--- src/core/scc_pkg.sv ---
// Constants and types for the scanner command and power control block
package scc_pkg;
  // ****************************************
  // Register offsets
  // ****************************************
  localparam logic [7:0] ADDR_IMAGE   = 8'h00;
  localparam logic [7:0] ADDR_CMD     = 8'h07;
  localparam logic [7:0] ADDR_CDIV    = 8'h08;
  localparam logic [7:0] ADDR_LTE     = 8'h19;
  localparam logic [7:0] ADDR_FFS_HI  = 8'h48;
  localparam logic [7:0] ADDR_FFS_LO  = 8'h49;
  localparam logic [7:0] ADDR_MLEN_HI = 8'h4a;
  localparam logic [7:0] ADDR_MLEN_LO = 8'h4b;
  // ****************************************
  // Command field codes and control bits
  // ****************************************
  localparam logic [3:0] CMD_IDLE = 4'h0;
  localparam logic [3:0] CMD_FWD  = 4'h1;
  localparam logic [3:0] CMD_REV  = 4'h2;
  localparam logic [3:0] CMD_SCAN = 4'h3;
  localparam logic [3:0] CMD_PFWD = 4'h5;
  localparam logic [3:0] CMD_PREV = 4'h6;
  localparam int         BIT_STBY = 4;
  localparam int         BIT_SRST = 5;
  // ****************************************
  // Reset values
  // ****************************************
  localparam logic [7:0]  RST_CMD  = 8'h30;
  localparam logic [7:0]  RST_CDIV = 8'h00;
  localparam logic [7:0]  RST_LTE  = 8'h00;
  localparam logic [15:0] RST_FFS  = 16'h0001;
  localparam logic [15:0] RST_MLEN = 16'h0000;
  localparam logic [5:0]  MISC_OE_POR = 6'h38;
  // ****************************************
  // Timing
  // ****************************************
  localparam int CLK_HZ       = 40000000;
  localparam int SUSPEND_MS   = 3;
  localparam int SUSPEND_CYC  = SUSPEND_MS * (CLK_HZ / 1000);
  localparam int PIX_PER_HALF = 4;
  // Motion states
  typedef enum logic [2:0] {
    ST_IDLE  = 3'b000,
    ST_FWD   = 3'b001,
    ST_REV   = 3'b010,
    ST_PFWD  = 3'b011,
    ST_PREV  = 3'b100,
    ST_LEAD  = 3'b101,
    ST_SCAN  = 3'b110,
    ST_EJECT = 3'b111
  } scc_state_type;
endpackage : scc_pkg

--- src/core/scc_core.sv ---
// Command decoder, motion sequencer, clock divider and power states
`timescale 1ns/1ps
module scc_core #(
  parameter int SUSPEND_CYCLES = scc_pkg::SUSPEND_CYC
) (
  input  wire logic       CLK,
  input  wire logic       SYS_RST,
  input  wire logic       REG_WR,
  input  wire logic       REG_RD,
  input  wire logic [7:0] REG_ADDR,
  input  wire logic [7:0] REG_WDATA,
  output logic      [7:0] REG_RDATA,
  input  wire logic [7:0] IMG_DATA,
  output logic            IMG_RD,
  input  wire logic [1:0] PAPER_SENSE,
  input  wire logic [1:0] SENSE_STOP_EN,
  input  wire logic [7:0] EJECT_STEPS,
  input  wire logic       COLOR_PIXEL_RATE,
  input  wire logic       MOTOR_OE_CFG,
  input  wire logic       RESET_PIN,
  input  wire logic       USB_ACTIVITY,
  input  wire logic [5:0] MISC_IO_IN,
  input  wire logic [2:0] MISC_OUT_VAL,
  output logic      [5:0] MISC_IO_OUT,
  output logic      [5:0] MISC_IO_OE,
  output logic            CORE_TICK,
  output logic            MOTOR_STEP,
  output logic            MOTOR_DIR,
  output logic            MOTOR_OE,
  output logic            SCANNING,
  output logic            MOTOR_BUSY,
  output logic            ANALOG_PWR_DN,
  output logic            CORE_CLK_RUN,
  output logic            DRAM_REFRESH_EN,
  output logic            OSC_RUN,
  output logic            USB_XCVR_RST,
  output logic            REMOTE_WAKE,
  output logic      [9:0] PIXEL_PERIOD,
  output logic      [8:0] LINE_MULT
);
  // ****************************************
  // Input synchronisers
  // ****************************************
  logic [5:0] s1;        // First stage: sense, reset pin, activity
  logic [5:0] s2;        // Second stage
  logic [5:0] sd;        // Delayed copy for edge detection
  logic [5:0] next_s1;
  // Pin inputs in one vector: [1:0] sense, [2] reset pin, [3] activity, [5:4] unused
  always_comb begin
    next_s1 = {2'b00, USB_ACTIVITY, RESET_PIN, PAPER_SENSE};
  end
  logic [2:0] m1;        // Misc inputs 1-3, first stage
  logic [2:0] m2;
  logic [2:0] md;
  always_ff @(posedge CLK) begin
    if (SYS_RST) begin
      s1 <= 6'h00;
      s2 <= 6'h00;
      sd <= 6'h00;
      m1 <= 3'h0;
      m2 <= 3'h0;
      md <= 3'h0;
    end else begin
      s1 <= next_s1;
      s2 <= s1;
      sd <= s2;
      m1 <= MISC_IO_IN[2:0];
      m2 <= m1;
      md <= m2;
    end
  end
  // Power-on from supply or a completed high-low pulse on the reset pin
  logic por;
  assign por = SYS_RST | (sd[2] & ~s2[2]);
  logic [1:0] sense_rise;
  assign sense_rise = s2[1:0] & ~sd[1:0] & SENSE_STOP_EN;
  // ****************************************
  // Registers and motion state
  // ****************************************
  logic [7:0]  cmd_reg, next_cmd;
  logic [7:0]  cdiv, next_cdiv;
  logic [7:0]  lte, next_lte;
  logic [15:0] ffs, next_ffs;
  logic [15:0] mlen, next_mlen;
  scc_pkg::scc_state_type state, next_state;
  logic [15:0] step_cnt, next_step_cnt;   // Full steps moved in this phase
  logic [15:0] tick_cnt, next_tick_cnt;   // Core ticks inside one step
  logic        step, next_step;
  logic [6:0]  acc, next_acc;             // Fractional divider phase
  logic        tick, next_tick;
  logic [16:0] idle_cnt, next_idle_cnt;
  logic        susp, next_susp;
  logic        inited, next_inited;
  logic        wake, next_wake;
  logic [7:0]  rdata, next_rdata;
  logic        cmd_wr;
  logic        stepping;
  logic [15:0] ffs_eff;
  logic [6:0]  div_half;
  assign cmd_wr   = REG_WR & (REG_ADDR == scc_pkg::ADDR_CMD);
  assign ffs_eff  = (ffs == 16'h0000) ? 16'h0001 : ffs;
  assign div_half = {1'b0, cdiv[5:0]} + 7'h02;
  // Decode a command byte into the state it starts
  function automatic scc_pkg::scc_state_type decode(input logic [7:0] c, input logic [15:0] ml);
    case (c[3:0])
      scc_pkg::CMD_FWD:  decode = scc_pkg::ST_FWD;
      scc_pkg::CMD_REV:  decode = scc_pkg::ST_REV;
      scc_pkg::CMD_PFWD: decode = scc_pkg::ST_PFWD;
      scc_pkg::CMD_PREV: decode = scc_pkg::ST_PREV;
      scc_pkg::CMD_SCAN: decode = (ml == 16'h0000) ? scc_pkg::ST_SCAN : scc_pkg::ST_LEAD;
      default:           decode = scc_pkg::ST_IDLE;
    endcase
    if (c[scc_pkg::BIT_SRST]) begin
      decode = scc_pkg::ST_IDLE;
    end
  endfunction : decode
  // Next-value logic for registers, divider, sequencer and power states
  always_comb begin
    next_cmd      = cmd_reg;
    next_cdiv     = cdiv;
    next_lte      = lte;
    next_ffs      = ffs;
    next_mlen     = mlen;
    next_state    = state;
    next_step_cnt = step_cnt;
    next_tick_cnt = tick_cnt;
    next_step     = 1'b0;
    next_tick     = 1'b0;
    next_acc      = acc;
    next_idle_cnt = idle_cnt;
    next_susp     = susp;
    next_inited   = inited | REG_WR;
    next_wake     = 1'b0;
    next_rdata    = rdata;
    // Divider: average rate 2/(code+2) of the clock
    if (CORE_CLK_RUN) begin
      if (acc >= div_half) begin
        // A smaller code written mid-count would otherwise burst ticks
        next_acc  = 7'h00;
        next_tick = 1'b1;
      end else if (acc + 7'h02 >= div_half) begin
        next_acc  = acc + 7'h02 - div_half;
        next_tick = 1'b1;
      end else begin
        next_acc = acc + 7'h02;
      end
    end
    // Step pacing counts core ticks; the step pulse itself is on the fast clock
    stepping = (state != scc_pkg::ST_IDLE) && (state != scc_pkg::ST_SCAN);
    if (stepping && tick) begin
      if (tick_cnt + 16'h0001 >= ffs_eff) begin
        next_tick_cnt = 16'h0000;
        next_step     = 1'b1;
      end else begin
        next_tick_cnt = tick_cnt + 16'h0001;
      end
    end
    if (step) begin
      next_step_cnt = step_cnt + 16'h0001;
      case (state)
        scc_pkg::ST_PFWD, scc_pkg::ST_PREV: begin
          if (next_step_cnt >= mlen) next_state = scc_pkg::ST_IDLE;
        end
        scc_pkg::ST_LEAD: begin
          if (next_step_cnt >= mlen) begin
            next_state    = scc_pkg::ST_SCAN;
            next_step_cnt = 16'h0000;
          end
        end
        scc_pkg::ST_EJECT: begin
          if (next_step_cnt >= {8'h00, EJECT_STEPS}) next_state = scc_pkg::ST_IDLE;
        end
        default: begin
        end
      endcase
    end
    // Enabled sensor going true ends movement except during eject; sensor 2 may eject first
    if (|sense_rise) begin
      case (state)
        scc_pkg::ST_FWD, scc_pkg::ST_PFWD: begin
          if (sense_rise[1] && EJECT_STEPS != 8'h00) begin
            next_state    = scc_pkg::ST_EJECT;
            next_step_cnt = 16'h0000;
          end else begin
            next_state = scc_pkg::ST_IDLE;
          end
        end
        scc_pkg::ST_REV, scc_pkg::ST_PREV, scc_pkg::ST_LEAD, scc_pkg::ST_SCAN: begin
          next_state = scc_pkg::ST_IDLE;
        end
        default: begin
        end
      endcase
    end
    // Register writes; a command write restarts the sequencer
    if (REG_WR) begin
      case (REG_ADDR)
        scc_pkg::ADDR_CMD: begin
          next_cmd      = REG_WDATA;
          next_state    = decode(REG_WDATA, mlen);
          next_step_cnt = 16'h0000;
          next_tick_cnt = 16'h0000;
        end
        scc_pkg::ADDR_CDIV:    next_cdiv = REG_WDATA;
        scc_pkg::ADDR_LTE:     next_lte = REG_WDATA;
        scc_pkg::ADDR_FFS_HI:  next_ffs[15:8] = REG_WDATA;
        scc_pkg::ADDR_FFS_LO:  next_ffs[7:0] = REG_WDATA;
        scc_pkg::ADDR_MLEN_HI: next_mlen[15:8] = REG_WDATA;
        scc_pkg::ADDR_MLEN_LO: next_mlen[7:0] = REG_WDATA;
        default: begin
        end
      endcase
    end
    // Soft reset holds the sequencer idle and the divider parked
    if (cmd_reg[scc_pkg::BIT_SRST] && !cmd_wr) begin
      next_state = scc_pkg::ST_IDLE;
      next_acc   = 7'h00;
    end
    // Register read answers one cycle later
    if (REG_RD) begin
      case (REG_ADDR)
        scc_pkg::ADDR_IMAGE:   next_rdata = IMG_DATA;
        scc_pkg::ADDR_CMD:     next_rdata = cmd_reg;
        scc_pkg::ADDR_CDIV:    next_rdata = cdiv;
        scc_pkg::ADDR_LTE:     next_rdata = lte;
        scc_pkg::ADDR_FFS_HI:  next_rdata = ffs[15:8];
        scc_pkg::ADDR_FFS_LO:  next_rdata = ffs[7:0];
        scc_pkg::ADDR_MLEN_HI: next_rdata = mlen[15:8];
        scc_pkg::ADDR_MLEN_LO: next_rdata = mlen[7:0];
        default:               next_rdata = 8'h00;
      endcase
    end
    // Suspend after long bus silence; activity wakes it
    if (s2[3]) begin
      next_idle_cnt = 17'h0_0000;
      next_susp     = 1'b0;
    end else if (!susp) begin
      if (idle_cnt + 17'h0_0001 >= 17'(SUSPEND_CYCLES)) begin
        next_susp = 1'b1;
      end else begin
        next_idle_cnt = idle_cnt + 17'h0_0001;
      end
    end
    // Spare input rise requests wakeup only after software touched the part
    if (susp && inited && |(m2 & ~md)) next_wake = 1'b1;
    // Entering suspend forces defaults, reset and standby bits set
    if (next_susp && !susp) begin
      next_cmd   = scc_pkg::RST_CMD;
      next_cdiv  = scc_pkg::RST_CDIV;
      next_lte   = scc_pkg::RST_LTE;
      next_ffs   = scc_pkg::RST_FFS;
      next_mlen  = scc_pkg::RST_MLEN;
      next_state = scc_pkg::ST_IDLE;
    end
  end
  // Register stage; power-on clears everything to defaults
  always_ff @(posedge CLK) begin
    if (por) begin
      cmd_reg  <= scc_pkg::RST_CMD;
      cdiv     <= scc_pkg::RST_CDIV;
      lte      <= scc_pkg::RST_LTE;
      ffs      <= scc_pkg::RST_FFS;
      mlen     <= scc_pkg::RST_MLEN;
      state    <= scc_pkg::ST_IDLE;
      step_cnt <= 16'h0000;
      tick_cnt <= 16'h0000;
      step     <= 1'b0;
      acc      <= 7'h00;
      tick     <= 1'b0;
      idle_cnt <= 17'h0_0000;
      susp     <= 1'b0;
      inited   <= 1'b0;
      wake     <= 1'b0;
      rdata    <= 8'h00;
    end else begin
      cmd_reg  <= next_cmd;
      cdiv     <= next_cdiv;
      lte      <= next_lte;
      ffs      <= next_ffs;
      mlen     <= next_mlen;
      state    <= next_state;
      step_cnt <= next_step_cnt;
      tick_cnt <= next_tick_cnt;
      step     <= next_step;
      acc      <= next_acc;
      tick     <= next_tick;
      idle_cnt <= next_idle_cnt;
      susp     <= next_susp;
      inited   <= next_inited;
      wake     <= next_wake;
      rdata    <= next_rdata;
    end
  end
  // Timing figures for the sensor path, registered
  logic [9:0] next_pix;
  logic [8:0] next_lmul;
  always_comb begin
    // Half-step divider units, so C*8 becomes C*4
    next_pix  = 10'(div_half * (COLOR_PIXEL_RATE ? 7'h03 : 7'h01)
                   * 7'(scc_pkg::PIX_PER_HALF));
    next_lmul = {1'b0, lte} + 9'h001;
  end
  always_ff @(posedge CLK) begin
    if (por) begin
      PIXEL_PERIOD <= 10'h000;
      LINE_MULT    <= 9'h001;
      USB_XCVR_RST <= 1'b1;
    end else begin
      PIXEL_PERIOD <= next_pix;
      LINE_MULT    <= next_lmul;
      USB_XCVR_RST <= 1'b0;
    end
  end
  // ****************************************
  // Outputs
  // ****************************************
  assign REG_RDATA       = rdata;
  assign IMG_RD          = REG_RD & (REG_ADDR == scc_pkg::ADDR_IMAGE);
  assign CORE_TICK       = tick;
  assign MOTOR_STEP      = step;
  assign MOTOR_DIR       = (state == scc_pkg::ST_REV) || (state == scc_pkg::ST_PREV);
  assign MOTOR_OE        = MOTOR_OE_CFG & ~cmd_reg[scc_pkg::BIT_STBY] & ~susp;
  assign ANALOG_PWR_DN   = cmd_reg[scc_pkg::BIT_STBY] | susp;
  assign SCANNING        = state == scc_pkg::ST_SCAN;
  assign MOTOR_BUSY      = stepping;
  assign CORE_CLK_RUN    = ~cmd_reg[scc_pkg::BIT_SRST] & ~susp;
  assign DRAM_REFRESH_EN = CORE_CLK_RUN;
  assign OSC_RUN         = ~susp;
  assign REMOTE_WAKE     = wake;
  // Pins 1-3 stay inputs, 4-6 driven from the given values
  assign MISC_IO_OE      = scc_pkg::MISC_OE_POR;
  assign MISC_IO_OUT     = {MISC_OUT_VAL, 3'h0};
endmodule : scc_core

--- config.mk ---
export PLATFORM = sky130hd
export DESIGN_NAME = scc_core
export DESIGN_NICKNAME = d
export VERILOG_FILES = /design/src/core/scc_pkg.sv /design/src/core/scc_core.sv
export SDC_FILE = /design/constraint.sdc
export NUM_CORES = 1
export LEC_CHECK = 0
export BUFFER_PORTS_ARGS = -buffer_cell sky130_fd_sc_hd__buf_2
export CORE_UTILIZATION = 35
export CTS_CLUSTER_SIZE = 14
export DETAILED_ROUTE_END_ITERATION = 6
export SYNTH_ARGS = -nofsm -noshare
export SYNTH_HDL_FRONTEND = slang
export SYNTH_SLANG_ARGS = --single-unit
--- constraint.sdc ---
create_clock -name CLK -period 4.48 [get_ports CLK]
set_input_delay 0.672 -clock CLK [delete_from_list [all_inputs] [get_ports CLK]]
set_output_delay 0.672 -clock CLK [all_outputs]
set_load 0.05 [all_outputs]
Yosys cells after proc, flatten, opt, wreduce, memory -nomap -nowiden:

Index checks and enable logic that the tools add are counted.

* add/subtract/negate cells: 7
* multipliers: 1
* order comparisons: 6
* eq/ne operators: 20
* multiplexer cells: 38
* bitwise operators: 21
* reductions and logical operators: 34

Operator list (count)
* $mux W16: 13
* $pmux W8 S8: 1
* $add A16 B1 Y16 const B: 2
* $eq A8 B7 Y1 const B: 4
* $ge A16 B16 Y1: 2
* $logic_not A16 Y1: 2
* $mux W3: 9
* $add A17 B1 Y17 const B: 1
* $ge A17 B17 Y1 const B: 1
* $ge A16 B8 Y1: 1
* $reduce_and A2 Y1: 8
* $reduce_or A2 Y1: 8
* $pmux W3 S5: 1
* $ge A7 B7 Y1: 2
* $mux W7: 2
* $eq A3 B3 Y1 const B: 4
* $add A8 B1 Y9 const B: 1
* $pmux W3 S3: 1
* $eq A4 B2 Y1 const B: 2
* $eq A4 B3 Y1 const B: 2
* $eq A8 B3 Y1 const B: 1
* $eq A8 B4 Y1 const B: 1
* $eq A8 B5 Y1 const B: 1
* $logic_not A8 Y1: 1
* other kinds (25): 56

* flip-flop bits (word level): 168
* input bits: 53
* output and inout bits: 52
* logic and storage cells: 155

Longest topological paths before layout:

Gate-level depths: netlist of run 1.

* depth in word-level cells: 10
* depth in mapped cells: 16
* depth with buffers taken out: 15

Worst setup path before layout of run 1:

OpenSTA, ideal clock, no wires.

* path kind: register to register
* start: reg tick_cnt[0]
* end: reg tick_cnt[10]
* setup time: 117 ps
* data arrival time: 3038 ps
* required time: 4363 ps
* slack: 1325 ps
* cell stages (with the launch flop): 16
* buffers on the path: 1
* period minus slack after synthesis: 3155 ps
* cells stage by stage: dfxtp_1 -> ha_1 -> nand3_1 -> nor2_1 -> and3_1 -> and3_1 -> nand3_1 -> nor2_1 -> xor2_1 -> ha_1 -> nand4_1 -> o21ai_0 -> nand2_1 -> o21ai_0 -> buf_2 -> nor2_1

* longest elaborated chain between the ends: 6

RTL lines
* start, declared: line scc_core.sv:87 `logic [15:0] tick_cnt, next_tick_cnt;`
* start signal, assigned: line scc_core.sv:283 `tick_cnt <= next_tick_cnt;`
* $add A16 B1 Y16 (*): line scc_core.sv:151, scc_core.sv:155
* $ge A16 B16 Y1: line scc_core.sv:151 `if (tick_cnt + 16'h0001 >= ffs_eff) begin`
* $mux W16 (*): line scc_core.sv:151
* $mux W16 (*): line scc_core.sv:150 `if (stepping && tick) begin`
* $mux W16: line scc_core.sv:197 `case (REG_ADDR)`
* $mux W16 (*): line scc_core.sv:196 `if (REG_WR) begin`

Mark *: on every way between the ends. The rest lies on a longest branch, timed or not.
A chain may end at the register's enable or synchronous reset.

Worst setup path in the final report of run 1:

* start: reg step_cnt[2]
* end: reg step_cnt[10]

* longest elaborated chain between the ends: 10

RTL lines
* start, declared: line scc_core.sv:86 `logic [15:0] step_cnt, next_step_cnt;`
* start signal, assigned: line scc_core.sv:282 `step_cnt <= next_step_cnt;`
* $add A16 B1 Y16 (*): line scc_core.sv:159 `next_step_cnt = step_cnt + 16'h0001;`
* $ge A16 B16 Y1: line scc_core.sv:165 `if (next_step_cnt >= mlen) begin`
* $mux W16: line scc_core.sv:165
* $mux W16 (*): line scc_core.sv:160 `case (state)`
* $mux W16 (*): line scc_core.sv:158 `if (step) begin`
* $mux W16: line scc_core.sv:181 `if (sense_rise[1] && EJECT_STEPS != 8'h00) begin`
* $mux W16: line scc_core.sv:179 `case (state)`
* $mux W16 (*): line scc_core.sv:178 `if (|sense_rise) begin`
* $mux W16: line scc_core.sv:197
* $mux W16 (*): line scc_core.sv:196

Marked as above.

==> results.py, run 1 <==
metrics = {
    "synth": {
        "share_of_synthesized_area_occupied_by_flip_flops_and_latches": 0.348,
        "post_synth_top_area_cell": "sky130_fd_sc_hd__dfxtp_1",
        "synth_enable_flop_cells": 0,
        "synth-warning-count": 0,
        "syn_area_per_cell_um2": 8.34,
        "flip_flop_and_latch_count_after_synthesis": 166,
        "synth.distinct_cells": 74,
        "syn_area_um2": 9550,
        "synth_common_cells": "sky130_fd_sc_hd__dfxtp_1 (166), sky130_fd_sc_hd__nor2_1 (127), sky130_fd_sc_hd__nand2_1 (125)",
        "synth.top_cells.by_area": "sky130_fd_sc_hd__dfxtp_1 (35%), sky130_fd_sc_hd__ha_1 (8.5%), sky130_fd_sc_hd__nor2_1 (5.0%)",
        "synthMostInstantiatedCell": "sky130_fd_sc_hd__dfxtp_1",
        "synth-main-ff-cell": "sky130_fd_sc_hd__dfxtp_1",
        "ys_async_sr_fraction": 0,
        "yosysTopAreaCellShare": 0.348,
        "synthCells": 1146,
    },
    "timing": {
        "clock_skew_ps": 14.2,
        "final.period_utilization": 0.806,
        "setup_total_negative_slack_ps": 0,
        "timing.final.setup_violations": 0,
        "maxSlewHeadroom": 0.435,
        "grt_setup_unrepaired": "no",
        "final_max_slew_viol_count": 0,
        "tightestPinTransition_ps": 847,
        "final_critical_path_setup_slack_ps": 867,
        "achievable-frequency_mhz": 277,
        "period_minus_slack_ps": 3610,
        "final_hold_viol_count": 0,
        "finalHoldWorstSlack_ps": 434,
    },
    "critical_path": {
        "path_max_fanout": 9,
        "required_ps": 4820,
        "setup.worst_path.start_class": "flop",
        "timing_worst_setup_path_type": "flop to flop",
        "r2r-start": "step_cnt[2]$_SDFF_PP0_",
        "crit-reg2reg-capture": "step_cnt[10]$_SDFF_PP0_",
        "critical_path_arrival_ps": 3950,
        "r2r_slack_ps": 870,
        "timing.reg2reg.worst_path_depth": 11,
        "timing.critical_path.to_type": "flop",
    },
    "clock_network": {
        "cts.clk_slew.worst_paths_ps": 60,
        "ctsHtreeMaxLevel": 4,
        "ctsResizeCount": 0,
        "cts_buffer_depth": 2,
        "post_cts_hold_buffer_count": 0,
        "worstSkewPairLatency_ps": 440,
        "tritoncts_num_sinks": 166,
        "cts_inserted_buffers": 17,
        "tritoncts": "yes",
        "cts_setup_buffers": 0,
        "cts-root-buf": "sky130_fd_sc_hd__clkbuf_16",
    },
    "floorplanning": {
        "die_y_um": 167,
        "chipWidth_um": 167,
        "placementRows": 60,
        "core_region_area_um2": 26900,
        "die-area_um2": 28000,
        "initial_core_util": 0.355,
        "design.portCount": 105,
    },
    "final_layout": {
        "flow.area_growth_from_synthesis_pct": 12.7,
        "flip_flop_count_of_the_largest_register_all_copies_and_words_added": 17,
        "numnets_final": 1326,
        "layout-drive-gt1-share": 0.119,
        "final_cell_count_no_fill": 1561,
        "largest_register": "idle_cnt",
        "fillCellCount": 2750,
    },
    "placement": {
        "numPlacedInstances": 1528,
        "gpl.final_weighted_congestion": 0.865,
        "placement.setup.worst_slack_ps": 894,
        "dp.final_hpwl_um": 17500,
        "port_buffers": 84,
    },
    "drt": {
        "dr.first_iter.drc_count": 551,
        "drt_pass1_iterations": 7,
        "drc": 6,
        "drt-total-wl_um": 23900,
        "ant_nets": 0,
        "dr_total_vias": 8069,
        "route.detailed.wl_per_inst_um": 15.3,
        "viasPerCell": 5.17,
    },
    "global_routing": {
        "grt_start_max_net_pins": 26,
        "number_of_antenna_violations_at_the_first_check_in_global_routing": 4,
        "grt_usage": 0.176,
        "number_of_global_route_vias_before_repair": 7609,
        "first_pass_grt_wire_length_um": 39500,
        "grt_overflow": 0,
    },
    "pwr": {
        "power.leakage_nw": 4.70,
        "power_per_cell_area_nw_per_um2": 291,
        "power.ir.vdd_worst_uv": 196,
    },
    "run_status": {
        "violations": "design-rule violations",
        "result_of_the_run": "finished with violations",
    },
    "run": {
        "timing.max_cap.violations": 0,
    },
    "hold_path": {
        "hp-class": "flop to flop",
        "worst_hold_path.endpoint": "m2[1]$_SDFF_PP0_",
        "worst_hold_path.num_cells": 1,
        "hold_path_startpoint": "m1[1]$_SDFF_PP0_",
    },
}
-- layer usage --
layer / track usage / wire [µm]
met5: 0 / 47
met4: 0.0554 / 395
met3: 0.0430 / 1290
met2: 0.274 / 10400
met1: 0.238 / 11800
-- metrics by stage --
| step | area, µm² | util | power [W] |
|---|---|---|---|
| floorplan | 9590 | - | 0.00164 |
| global placement | 10200 | 0.379 | 0.00168 |
| detailed placement | 10200 | 0.379 | 0.00168 |
| CTS | 10800 | 0.401 | 0.00316 |
| global route | 10800 | 0.401 | 0.00325 |
| finish | 10800 | 0.401 | 0.00313 |
-- how the worst max path moves through the flow --
stage,slack (ps),to,startpoint
floorplan,1320,tick_cnt[10]$_SDFF_PP0_,tick_cnt[0]$_SDFF_PP0_
global placement,870,step_cnt[8]$_SDFF_PP0_,step_cnt[2]$_SDFF_PP0_
detailed placement,890,step_cnt[10]$_SDFF_PP0_,step_cnt[2]$_SDFF_PP0_
CTS,870,step_cnt[10]$_SDFF_PP0_,step_cnt[2]$_SDFF_PP0_
global route,480,step_cnt[10]$_SDFF_PP0_,step_cnt[2]$_SDFF_PP0_
finish,870,step_cnt[10]$_SDFF_PP0_,step_cnt[2]$_SDFF_PP0_
-- cells by family after synthesis --
group                    after synthesis  synth area share
AND/OR/NAND/NOR                      455             0.229
AO/OA/AOI/OAI                        186             0.131
flip-flops                           166             0.348
buffers and inverters                134            0.0640
XOR/XNOR                              87            0.0798
adder cells (fa/ha/maj)               69            0.0916
multiplexers                          47            0.0559
other                                  2          0.000786
-- final cells by class --
cell class	count	area, µm²	share of cell area
repair buffers	94	495	0.0460
well taps	341	427	0.0396
diodes	1	2.50	0.000232
multi-input cells	855	5660	0.526
flip-flops and latches	166	3320	0.309
inverters	72	270	0.0251
clock buffers	19	443	0.0411
clock inverters	13	146	0.0136
-- worst max-delay path: stages (launching register included) --
cell	delay (ps)
sky130_fd_sc_hd__dfxtp_1	440
sky130_fd_sc_hd__and3_1	210
sky130_fd_sc_hd__nand3_1	220
sky130_fd_sc_hd__nor2_1	200
sky130_fd_sc_hd__xor2_1	360
sky130_fd_sc_hd__ha_1	320
sky130_fd_sc_hd__a2111oi_0	390
sky130_fd_sc_hd__a21oi_1	130
sky130_fd_sc_hd__maj3_2	340
sky130_fd_sc_hd__o211ai_1	320
sky130_fd_sc_hd__nand2_1	280
sky130_fd_sc_hd__a211oi_1	300
-- power by group --
group          internal [W]  switching, W  leakage, nW
registers           0.00149    0.00000637         1.34
logic             0.0000423      0.000110         3.09
clock network      0.000842      0.000639        0.273
total               0.00237      0.000756         4.70
-- placed cells by master (no fill, tap or decap), types with 4 or more instances in the layout --
master | Yosys | layout
sky130_fd_sc_hd__dfxtp_1 | 166 | 166
sky130_fd_sc_hd__nor2_1 | 127 | 127
sky130_fd_sc_hd__nand2_1 | 125 | 125
sky130_fd_sc_hd__buf_2 | 6 | 84
sky130_fd_sc_hd__inv_1 | 71 | 71
sky130_fd_sc_hd__ha_1 | 65 | 65
sky130_fd_sc_hd__nand3_1 | 60 | 60
sky130_fd_sc_hd__a21oi_1 | 51 | 51
sky130_fd_sc_hd__xor2_1 | 50 | 50
sky130_fd_sc_hd__mux2i_1 | 41 | 41
sky130_fd_sc_hd__xnor2_1 | 37 | 37
sky130_fd_sc_hd__nor2b_1 | 35 | 35
sky130_fd_sc_hd__o21ai_0 | 34 | 34
sky130_fd_sc_hd__a21o_1 | 23 | 23
sky130_fd_sc_hd__nand4_1 | 22 | 22
sky130_fd_sc_hd__clkbuf_16 | 0 | 17
sky130_fd_sc_hd__and2_1 | 14 | 14
sky130_fd_sc_hd__nor4_1 | 14 | 14
sky130_fd_sc_hd__nor3_1 | 13 | 13
sky130_fd_sc_hd__and3_1 | 11 | 11
sky130_fd_sc_hd__a211oi_1 | 11 | 11
sky130_fd_sc_hd__conb_1 | 2 | 11
sky130_fd_sc_hd__buf_4 | 17 | 10
sky130_fd_sc_hd__a22oi_1 | 9 | 9
sky130_fd_sc_hd__a222oi_1 | 9 | 9
sky130_fd_sc_hd__o31ai_1 | 7 | 7
sky130_fd_sc_hd__o211ai_1 | 6 | 6
sky130_fd_sc_hd__a31oi_1 | 5 | 5
sky130_fd_sc_hd__or3_1 | 5 | 5
sky130_fd_sc_hd__nand2b_1 | 5 | 5
sky130_fd_sc_hd__mux4_2 | 5 | 5
sky130_fd_sc_hd__clkinvlp_4 | 0 | 5
sky130_fd_sc_hd__inv_6 | 0 | 4
No activity file was read; power rests on OpenSTA's default activity.
==> run 2, diff against run 1 <==
ABC_AREA = 1   (was not set)
clock period = 3.1 ns   (was 4.48 ns; I/O delays follow)
==> run 2 against run 1 <==
The flow still finishes with violations (design-rule violations). Via count is 12% higher. Synthesized cell count grew 21%. Non-clock buffer count increased by 26.
==> results.py, run 2 <==
metrics = {
    "run_status": {
        "result_of_the_run": "finished with violations",
        "violations": "design-rule violations",
    },
    "drt": {
        "drc": 6,
        "met3_wirelength_um": 1450,
        "drt_pass1_iterations": 7,
        "ant_nets": 0,
        "routed.top_layer": "met4",
        "route.detailed.wl_per_inst_um": 14.3,
        "viasPerCell": 4.83,
        "wl_met2_um": 11900,
        "drt-total-wl_um": 26800,
        "dr_total_vias": 9050,
        "dr.first_iter.drc_count": 646,
        "wl_met1_um": 13000,
    },
    "clock_network": {
        "worstSkewPairLatency_ps": 430,
        "tritoncts": "yes",
        "cts-root-buf": "sky130_fd_sc_hd__clkbuf_16",
        "post_cts_hold_buffer_count": 0,
        "cts_buffer_depth": 2,
        "cts.clk_slew.worst_paths_ps": 60,
        "tritoncts_num_sinks": 166,
        "cts_inserted_buffers": 17,
        "ctsHtreeMaxLevel": 4,
    },
    "synth": {
        "yosysTopAreaCellShare": 0.334,
        "flip_flop_and_latch_count_after_synthesis": 166,
        "synthMostInstantiatedCell": "sky130_fd_sc_hd__nand2_1",
        "synth-warning-count": 0,
        "post_synth_top_area_cell": "sky130_fd_sc_hd__dfxtp_1",
        "synth_common_cells": "sky130_fd_sc_hd__nand2_1 (251), sky130_fd_sc_hd__inv_1 (233), sky130_fd_sc_hd__nor2_1 (171)",
        "synth.top_cells.by_area": "sky130_fd_sc_hd__dfxtp_1 (33%), sky130_fd_sc_hd__nand2_1 (9.5%), sky130_fd_sc_hd__inv_1 (8.8%)",
        "syn_area_per_cell_um2": 7.19,
        "syn_area_um2": 9940,
        "synth_enable_flop_cells": 0,
        "ys_async_sr_fraction": 0,
        "share_of_synthesized_area_occupied_by_flip_flops_and_latches": 0.334,
        "synth.distinct_cells": 52,
        "synthCells": 1383,
        "synth-main-ff-cell": "sky130_fd_sc_hd__dfxtp_1",
    },
    "critical_path": {
        "crit_path_top_delay_cell": "sky130_fd_sc_hd__dfxtp_2",
        "crit_path_cell_trace": "ha_2 -> nand2_1 -> inv_2 -> nand3_2 -> nor2_2 -> nand2_2 -> nor3_4 -> nand2_2 -> nor3_2 -> nor2_1 -> ha_1 -> nand2_1 -> inv_1 -> nand3_2 -> nor3_2 -> nand3_1 -> nand3_2 -> inv_2 -> o21bai_4 -> buf_6 -> a211oi_1",
        "path_max_fanout": 7,
        "critical-path-max-stage-delay_ps": 350,
        "critical_path_arrival_ps": 3250,
        "timing.critical_path.to_type": "flop",
        "path_delay_family": "simple AND/OR/NAND/NOR gates",
        "required_ps": 3400,
        "cp_num_buf_inv": 4,
        "timing_worst_setup_path_type": "flop to flop",
        "setup.worst_path.start_class": "flop",
        "critical_path.most_common_cell": "sky130_fd_sc_hd__nand3_2",
    },
    "placement": {
        "dp.final_hpwl_um": 20600,
        "gpl.final_weighted_congestion": 0.908,
        "port_buffers": 84,
        "placement.cell_area_um2": 10800,
    },
    "global_routing": {
        "grt_start_max_net_pins": 36,
        "number_of_antenna_violations_at_the_first_check_in_global_routing": 1,
        "grt_overflow": 0,
        "grt_usage": 0.187,
        "number_of_global_route_vias_before_repair": 8346,
        "first_pass_grt_wire_length_um": 42300,
    },
    "final_layout": {
        "multiInputGateArea_um2": 5570,
        "largest_register": "idle_cnt",
        "fillCellCount": 2937,
        "final_design_area_no_fill_um2": 11600,
        "layout-drive-gt1-share": 0.178,
        "flip_flop_count_of_the_largest_register_all_copies_and_words_added": 17,
        "numnets_final": 1603,
        "flow.area_growth_from_synthesis_pct": 16.4,
        "top_library_cells_by_usage_in_the_layout_fill_and_taps_aside": "sky130_fd_sc_hd__nand2_1 (249), sky130_fd_sc_hd__inv_1 (231), sky130_fd_sc_hd__nor2_1 (167)",
        "register_area_um2": 3330,
        "antennaDiodeCount": 0,
        "commonest_non_fill_non_tap_cell_in_the_layout": "sky130_fd_sc_hd__nand2_1",
    },
    "timing": {
        "final.period_utilization": 0.951,
        "grt_setup_unrepaired": "yes",
        "timing.final.setup_violations": 0,
        "clock_skew_ps": 12.4,
        "tightestPinTransition_ps": 791,
        "achievable-frequency_mhz": 339,
        "final_hold_viol_count": 0,
        "maxSlewHeadroom": 0.471,
        "final_max_slew_viol_count": 0,
        "period_minus_slack_ps": 2950,
    },
    "pwr": {
        "power.share.clock": 0.474,
        "power.share.sequential": 0.470,
        "power.leakage_nw": 5.11,
        "internal-power_w": 0.00350,
        "comb_power_share": 0.056,
        "power_w": 0.00460,
        "power.ir.vdd_worst_uv": 351,
        "switching_power_total_w": 0.00110,
        "switching_share": 0.239,
        "power_per_cell_area_nw_per_um2": 398,
    },
    "floorplanning": {
        "chipWidth_um": 171,
        "placementRows": 61,
        "core_region_area_um2": 27900,
        "design.portCount": 105,
        "die-area_um2": 29100,
        "initial_core_util": 0.357,
        "die_y_um": 171,
    },
    "run": {
        "timing.max_cap.violations": 0,
    },
    "hold_path": {
        "hp-class": "input port to flop",
    },
}
==> run 2: cell families after synthesis <==
family	count (synthesis)	share of synthesized area
AOI/OAI and AO/OA	255	0.174
xor gates and xnor gates	37	0.0334
adders and majority gates	67	0.0858
buffers and inverters	284	0.120
DFF	166	0.334
other	2	0.000755
and+or+nand+nor	572	0.252
==> run 2: worst min-delay path: stages <==
cell and delay (ps):
sky130_fd_sc_hd__buf_2 70, sky130_fd_sc_hd__inv_1 30, sky130_fd_sc_hd__nor2_1 60
==> run 2: per-stage QoR <==
step	setup slack (ps)	setup TNS (ps)	hold slack, ps	cells	utilization
floorplan	194	0	388	1392	-
global placement	73.9	0	390	1835	0.388
detailed placement	36.3	0	392	1835	0.388
CTS	12.5	0	221	1865	0.409
global route	-54.4	-474	230	1872	0.415
finish	152	0	231	1872	0.415
==> run 2: metal layers <==
| layer | up-vias | global-route usage |
|---|---|---|
| met5 | - | 0 |
| met4 | 0 | 0.0505 |
| met3 | 31 | 0.0298 |
| met2 | 223 | 0.301 |
| met1 | 4123 | 0.256 |
| li1 | 4673 | - |
==> run 2: final timing paths <==
path | start | end | slack, ps | cells past startpoint
hold reg to reg | m1[0]$_SDFF_PP0_ | m2[0]$_SDFF_PP0_ | 400 | 2
setup reg to reg | tick_cnt[0]$_SDFF_PP0_ | tick_cnt[11]$_SDFF_PP0_ | 150 | 21
setup / recovery | tick_cnt[0]$_SDFF_PP0_ | tick_cnt[11]$_SDFF_PP0_ | 150 | 21
hold / removal | MISC_IO_IN[1] | m1[1]$_SDFF_PP0_ | 230 | 3
==> run 2: power by group through the flow <==
| stage | Clock (W) | Combinational (W) | Sequential [W] |
|---|---|---|---|
| floorplan | 0 | 0.000167 | 0.00222 |
| global placement | 0 | 0.000252 | 0.00221 |
| detailed placement | 0 | 0.000254 | 0.00221 |
| CTS | 0.00222 | 0.000255 | 0.00216 |
| global route | 0.00231 | 0.000283 | 0.00216 |
| finish | 0.00218 | 0.000259 | 0.00216 |
==> run 2: area by class of cell <==
type,count,share of cell area
well taps,378,0.0409
repair buffers,120,0.0625
multi-input cells,942,0.481
clock buffers,19,0.0383
flip-flops and latches,166,0.288
clock inverters,11,0.0132
inverters,236,0.0765
==> run 2: repair_timing <==
action / in CTS / in global routing
hold endpoints to repair: 0 / 0
endpoints found under the setup margin: 0 / 36
resized for setup: 0 / 35
setup buffers: 0 / 6
==> run 3, diff against run 2 <==
CORE_MARGIN = 10   (was not set)
==> run 3 against run 2 <==
The flow now finishes without violations. First-iteration DRC count fell by 9.6%. Wire length rose by 4.2%. Total power rose by 0.74%. Critical path depth fell by 4. Critical path type unchanged. Largest power group unchanged.
==> results.py, run 3 (same netlist as run 2, synthesis figures left out) <==
metrics = {
    "placement": {
        "placement.setup.worst_slack_ps": 40.7,
        "dp.final_hpwl_um": 21600,
        "port_buffers": 84,
        "gpl.final_weighted_congestion": 0.911,
    },
    "global_routing": {
        "number_of_antenna_violations_at_the_first_check_in_global_routing": 1,
        "number_of_global_route_vias_before_repair": 8497,
        "grt_usage": 0.154,
        "first_pass_grt_wire_length_um": 44700,
        "grt_overflow": 0,
        "grt_start_max_net_pins": 29,
    },
    "timing": {
        "achievable-frequency_mhz": 340,
        "final.period_utilization": 0.950,
        "final_hold_viol_count": 0,
        "timing.final.setup_violations": 0,
        "period_minus_slack_ps": 2940,
        "tightestPinTransition_ps": 766,
        "clock_skew_ps": 11.0,
        "maxSlewHeadroom": 0.488,
        "final_max_slew_viol_count": 0,
        "final_critical_path_setup_slack_ps": 156,
        "setup_total_negative_slack_ps": 0,
    },
    "drt": {
        "ant_nets": 0,
        "drt-total-wl_um": 27900,
        "viasPerCell": 4.85,
        "route.detailed.wl_per_inst_um": 14.9,
        "dr.first_iter.drc_count": 584,
        "dr_total_vias": 9096,
        "drc": 0,
        "drt_pass1_iterations": 6,
    },
    "clock_network": {
        "worstSkewPairLatency_ps": 440,
        "cts_inserted_buffers": 17,
        "tritoncts_num_sinks": 166,
        "cts_buffer_depth": 2,
        "cts-root-buf": "sky130_fd_sc_hd__clkbuf_16",
        "tritoncts": "yes",
        "ctsHtreeMaxLevel": 4,
        "cts.clk_slew.worst_paths_ps": 70,
    },
    "hold_path": {
        "hold_path_startpoint": "MISC_IO_IN[1]",
        "worst_hold_path.endpoint": "m1[1]$_SDFF_PP0_",
        "worst_hold_path.num_cells": 3,
        "hp-class": "input port to flop",
    },
    "final_layout": {
        "flip_flop_count_of_the_largest_register_all_copies_and_words_added": 17,
        "largest_register": "idle_cnt",
        "layout-drive-gt1-share": 0.176,
        "finalCoreUtilization": 0.415,
        "top_library_cells_by_usage_in_the_layout_fill_and_taps_aside": "sky130_fd_sc_hd__nand2_1 (249), sky130_fd_sc_hd__inv_1 (231), sky130_fd_sc_hd__nor2_1 (170)",
        "numnets_final": 1603,
        "flow.area_growth_from_synthesis_pct": 16.6,
        "commonest_non_fill_non_tap_cell_in_the_layout": "sky130_fd_sc_hd__nand2_1",
    },
    "critical_path": {
        "crit_path_top_delay_cell": "sky130_fd_sc_hd__dfxtp_2",
        "path_max_fanout": 7,
        "setup.worst_path.start_class": "flop",
        "critical-path-max-stage-delay_ps": 380,
        "crit-reg2reg-capture": "tick_cnt[11]$_SDFF_PP0_",
        "cp_num_buf_inv": 4,
        "timing.reg2reg.worst_path_depth": 17,
        "required_ps": 3460,
        "critical_path_arrival_ps": 3300,
        "timing_worst_setup_path_type": "flop to flop",
        "critical_path.most_common_cell": "sky130_fd_sc_hd__nand3_2",
        "path_delay_family": "simple AND/OR/NAND/NOR gates",
        "r2r-start": "tick_cnt[0]$_SDFF_PP0_",
        "timing.critical_path.to_type": "flop",
        "r2r_slack_ps": 160,
        "crit_path_cell_trace": "nand3_2 -> nor3_4 -> nand3_2 -> nor3_4 -> buf_4 -> nand2_1 -> xor2_1 -> inv_1 -> ha_1 -> a21oi_1 -> o21ai_0 -> a21oi_2 -> nand3_2 -> inv_2 -> o21bai_4 -> buf_6 -> a211oi_2",
    },
    "floorplanning": {
        "design.portCount": 105,
        "initial_core_util": 0.356,
        "chipWidth_um": 189,
        "placementRows": 61,
        "core_region_area_um2": 27900,
        "die-area_um2": 35500,
        "die_y_um": 189,
    },
    "pwr": {
        "power.ir.vdd_worst_uv": 352,
        "power_per_cell_area_nw_per_um2": 400,
        "power.leakage_nw": 5.12,
    },
    "run": {
        "timing.max_cap.violations": 0,
    },
    "run_status": {
        "result_of_the_run": "finished, final reports clean",
    },
}
run 3: per-layer routing:
layer	routed length [µm]	global-route usage	part of all wire
met3	1720	0.0355	0.062
met5	0	0	0
met2	12500	0.243	0.45
met1	13300	0.207	0.48
met4	382	0.0388	0.014
run 3: worst min-delay path, stage by stage:
cell and delay, ps:
sky130_fd_sc_hd__buf_2 80, sky130_fd_sc_hd__inv_1 30, sky130_fd_sc_hd__nor2_1 60
run 3: report_power, final:
| part | internal (W) | switching [W] | total [W] |
|---|---|---|---|
| Sequential | 0.00215 | 0.00000935 | 0.00216 |
| Combinational | 0.0000716 | 0.000190 | 0.000261 |
| Clock | 0.00123 | 0.000982 | 0.00221 |
| Total | 0.00345 | 0.00118 | 0.00463 |
run 3: cell type report:
type / instances / area (µm²)
clock inverter: 14 / 164
antenna: 1 / 2.50
inverter: 236 / 886
fill: 2935 / 16300
clock buffer: 18 / 439
multi-input combinational: 942 / 5560
timing repair buffer: 120 / 748
tap: 378 / 473
sequential: 166 / 3330
run 3: timing repair:
action	4_1_cts	5_1_grt
buffers inserted	0	4
setup endpoints to repair	0	33
gates resized for setup	0	29
hold buffers	0	0
run 3: through the flow:
stage / total power [W] / hold slack (ps) / instances / instance area, µm²
finish: 0.00463 / 230 / 1875 / 11600
global route: 0.00478 / 221 / 1874 / 11600
CTS: 0.00467 / 215 / 1869 / 11500
detailed placement: 0.00246 / 392 / 1837 / 10800
global placement: 0.00246 / 392 / 1837 / 10800
floorplan: 0.00238 / 388 / 1392 / 9980
run 3: how the worst max path moves through the flow:
stage / start / to / slack [ps] / cells after the start
floorplan: tick_cnt[0]$_SDFF_PP0_ / tick_cnt[10]$_SDFF_PP0_ / 190 / 21
CTS: tick_cnt[0]$_SDFF_PP0_ / tick_cnt[12]$_SDFF_PP0_ / 20 / 21
finish: tick_cnt[0]$_SDFF_PP0_ / tick_cnt[11]$_SDFF_PP0_ / 160 / 17
detailed placement: tick_cnt[0]$_SDFF_PP0_ / tick_cnt[11]$_SDFF_PP0_ / 40 / 21
global route: tick_cnt[0]$_SDFF_PP0_ / tick_cnt[11]$_SDFF_PP0_ / -40 / 17
global placement: tick_cnt[0]$_SDFF_PP0_ / tick_cnt[12]$_SDFF_PP0_ / 120 / 22
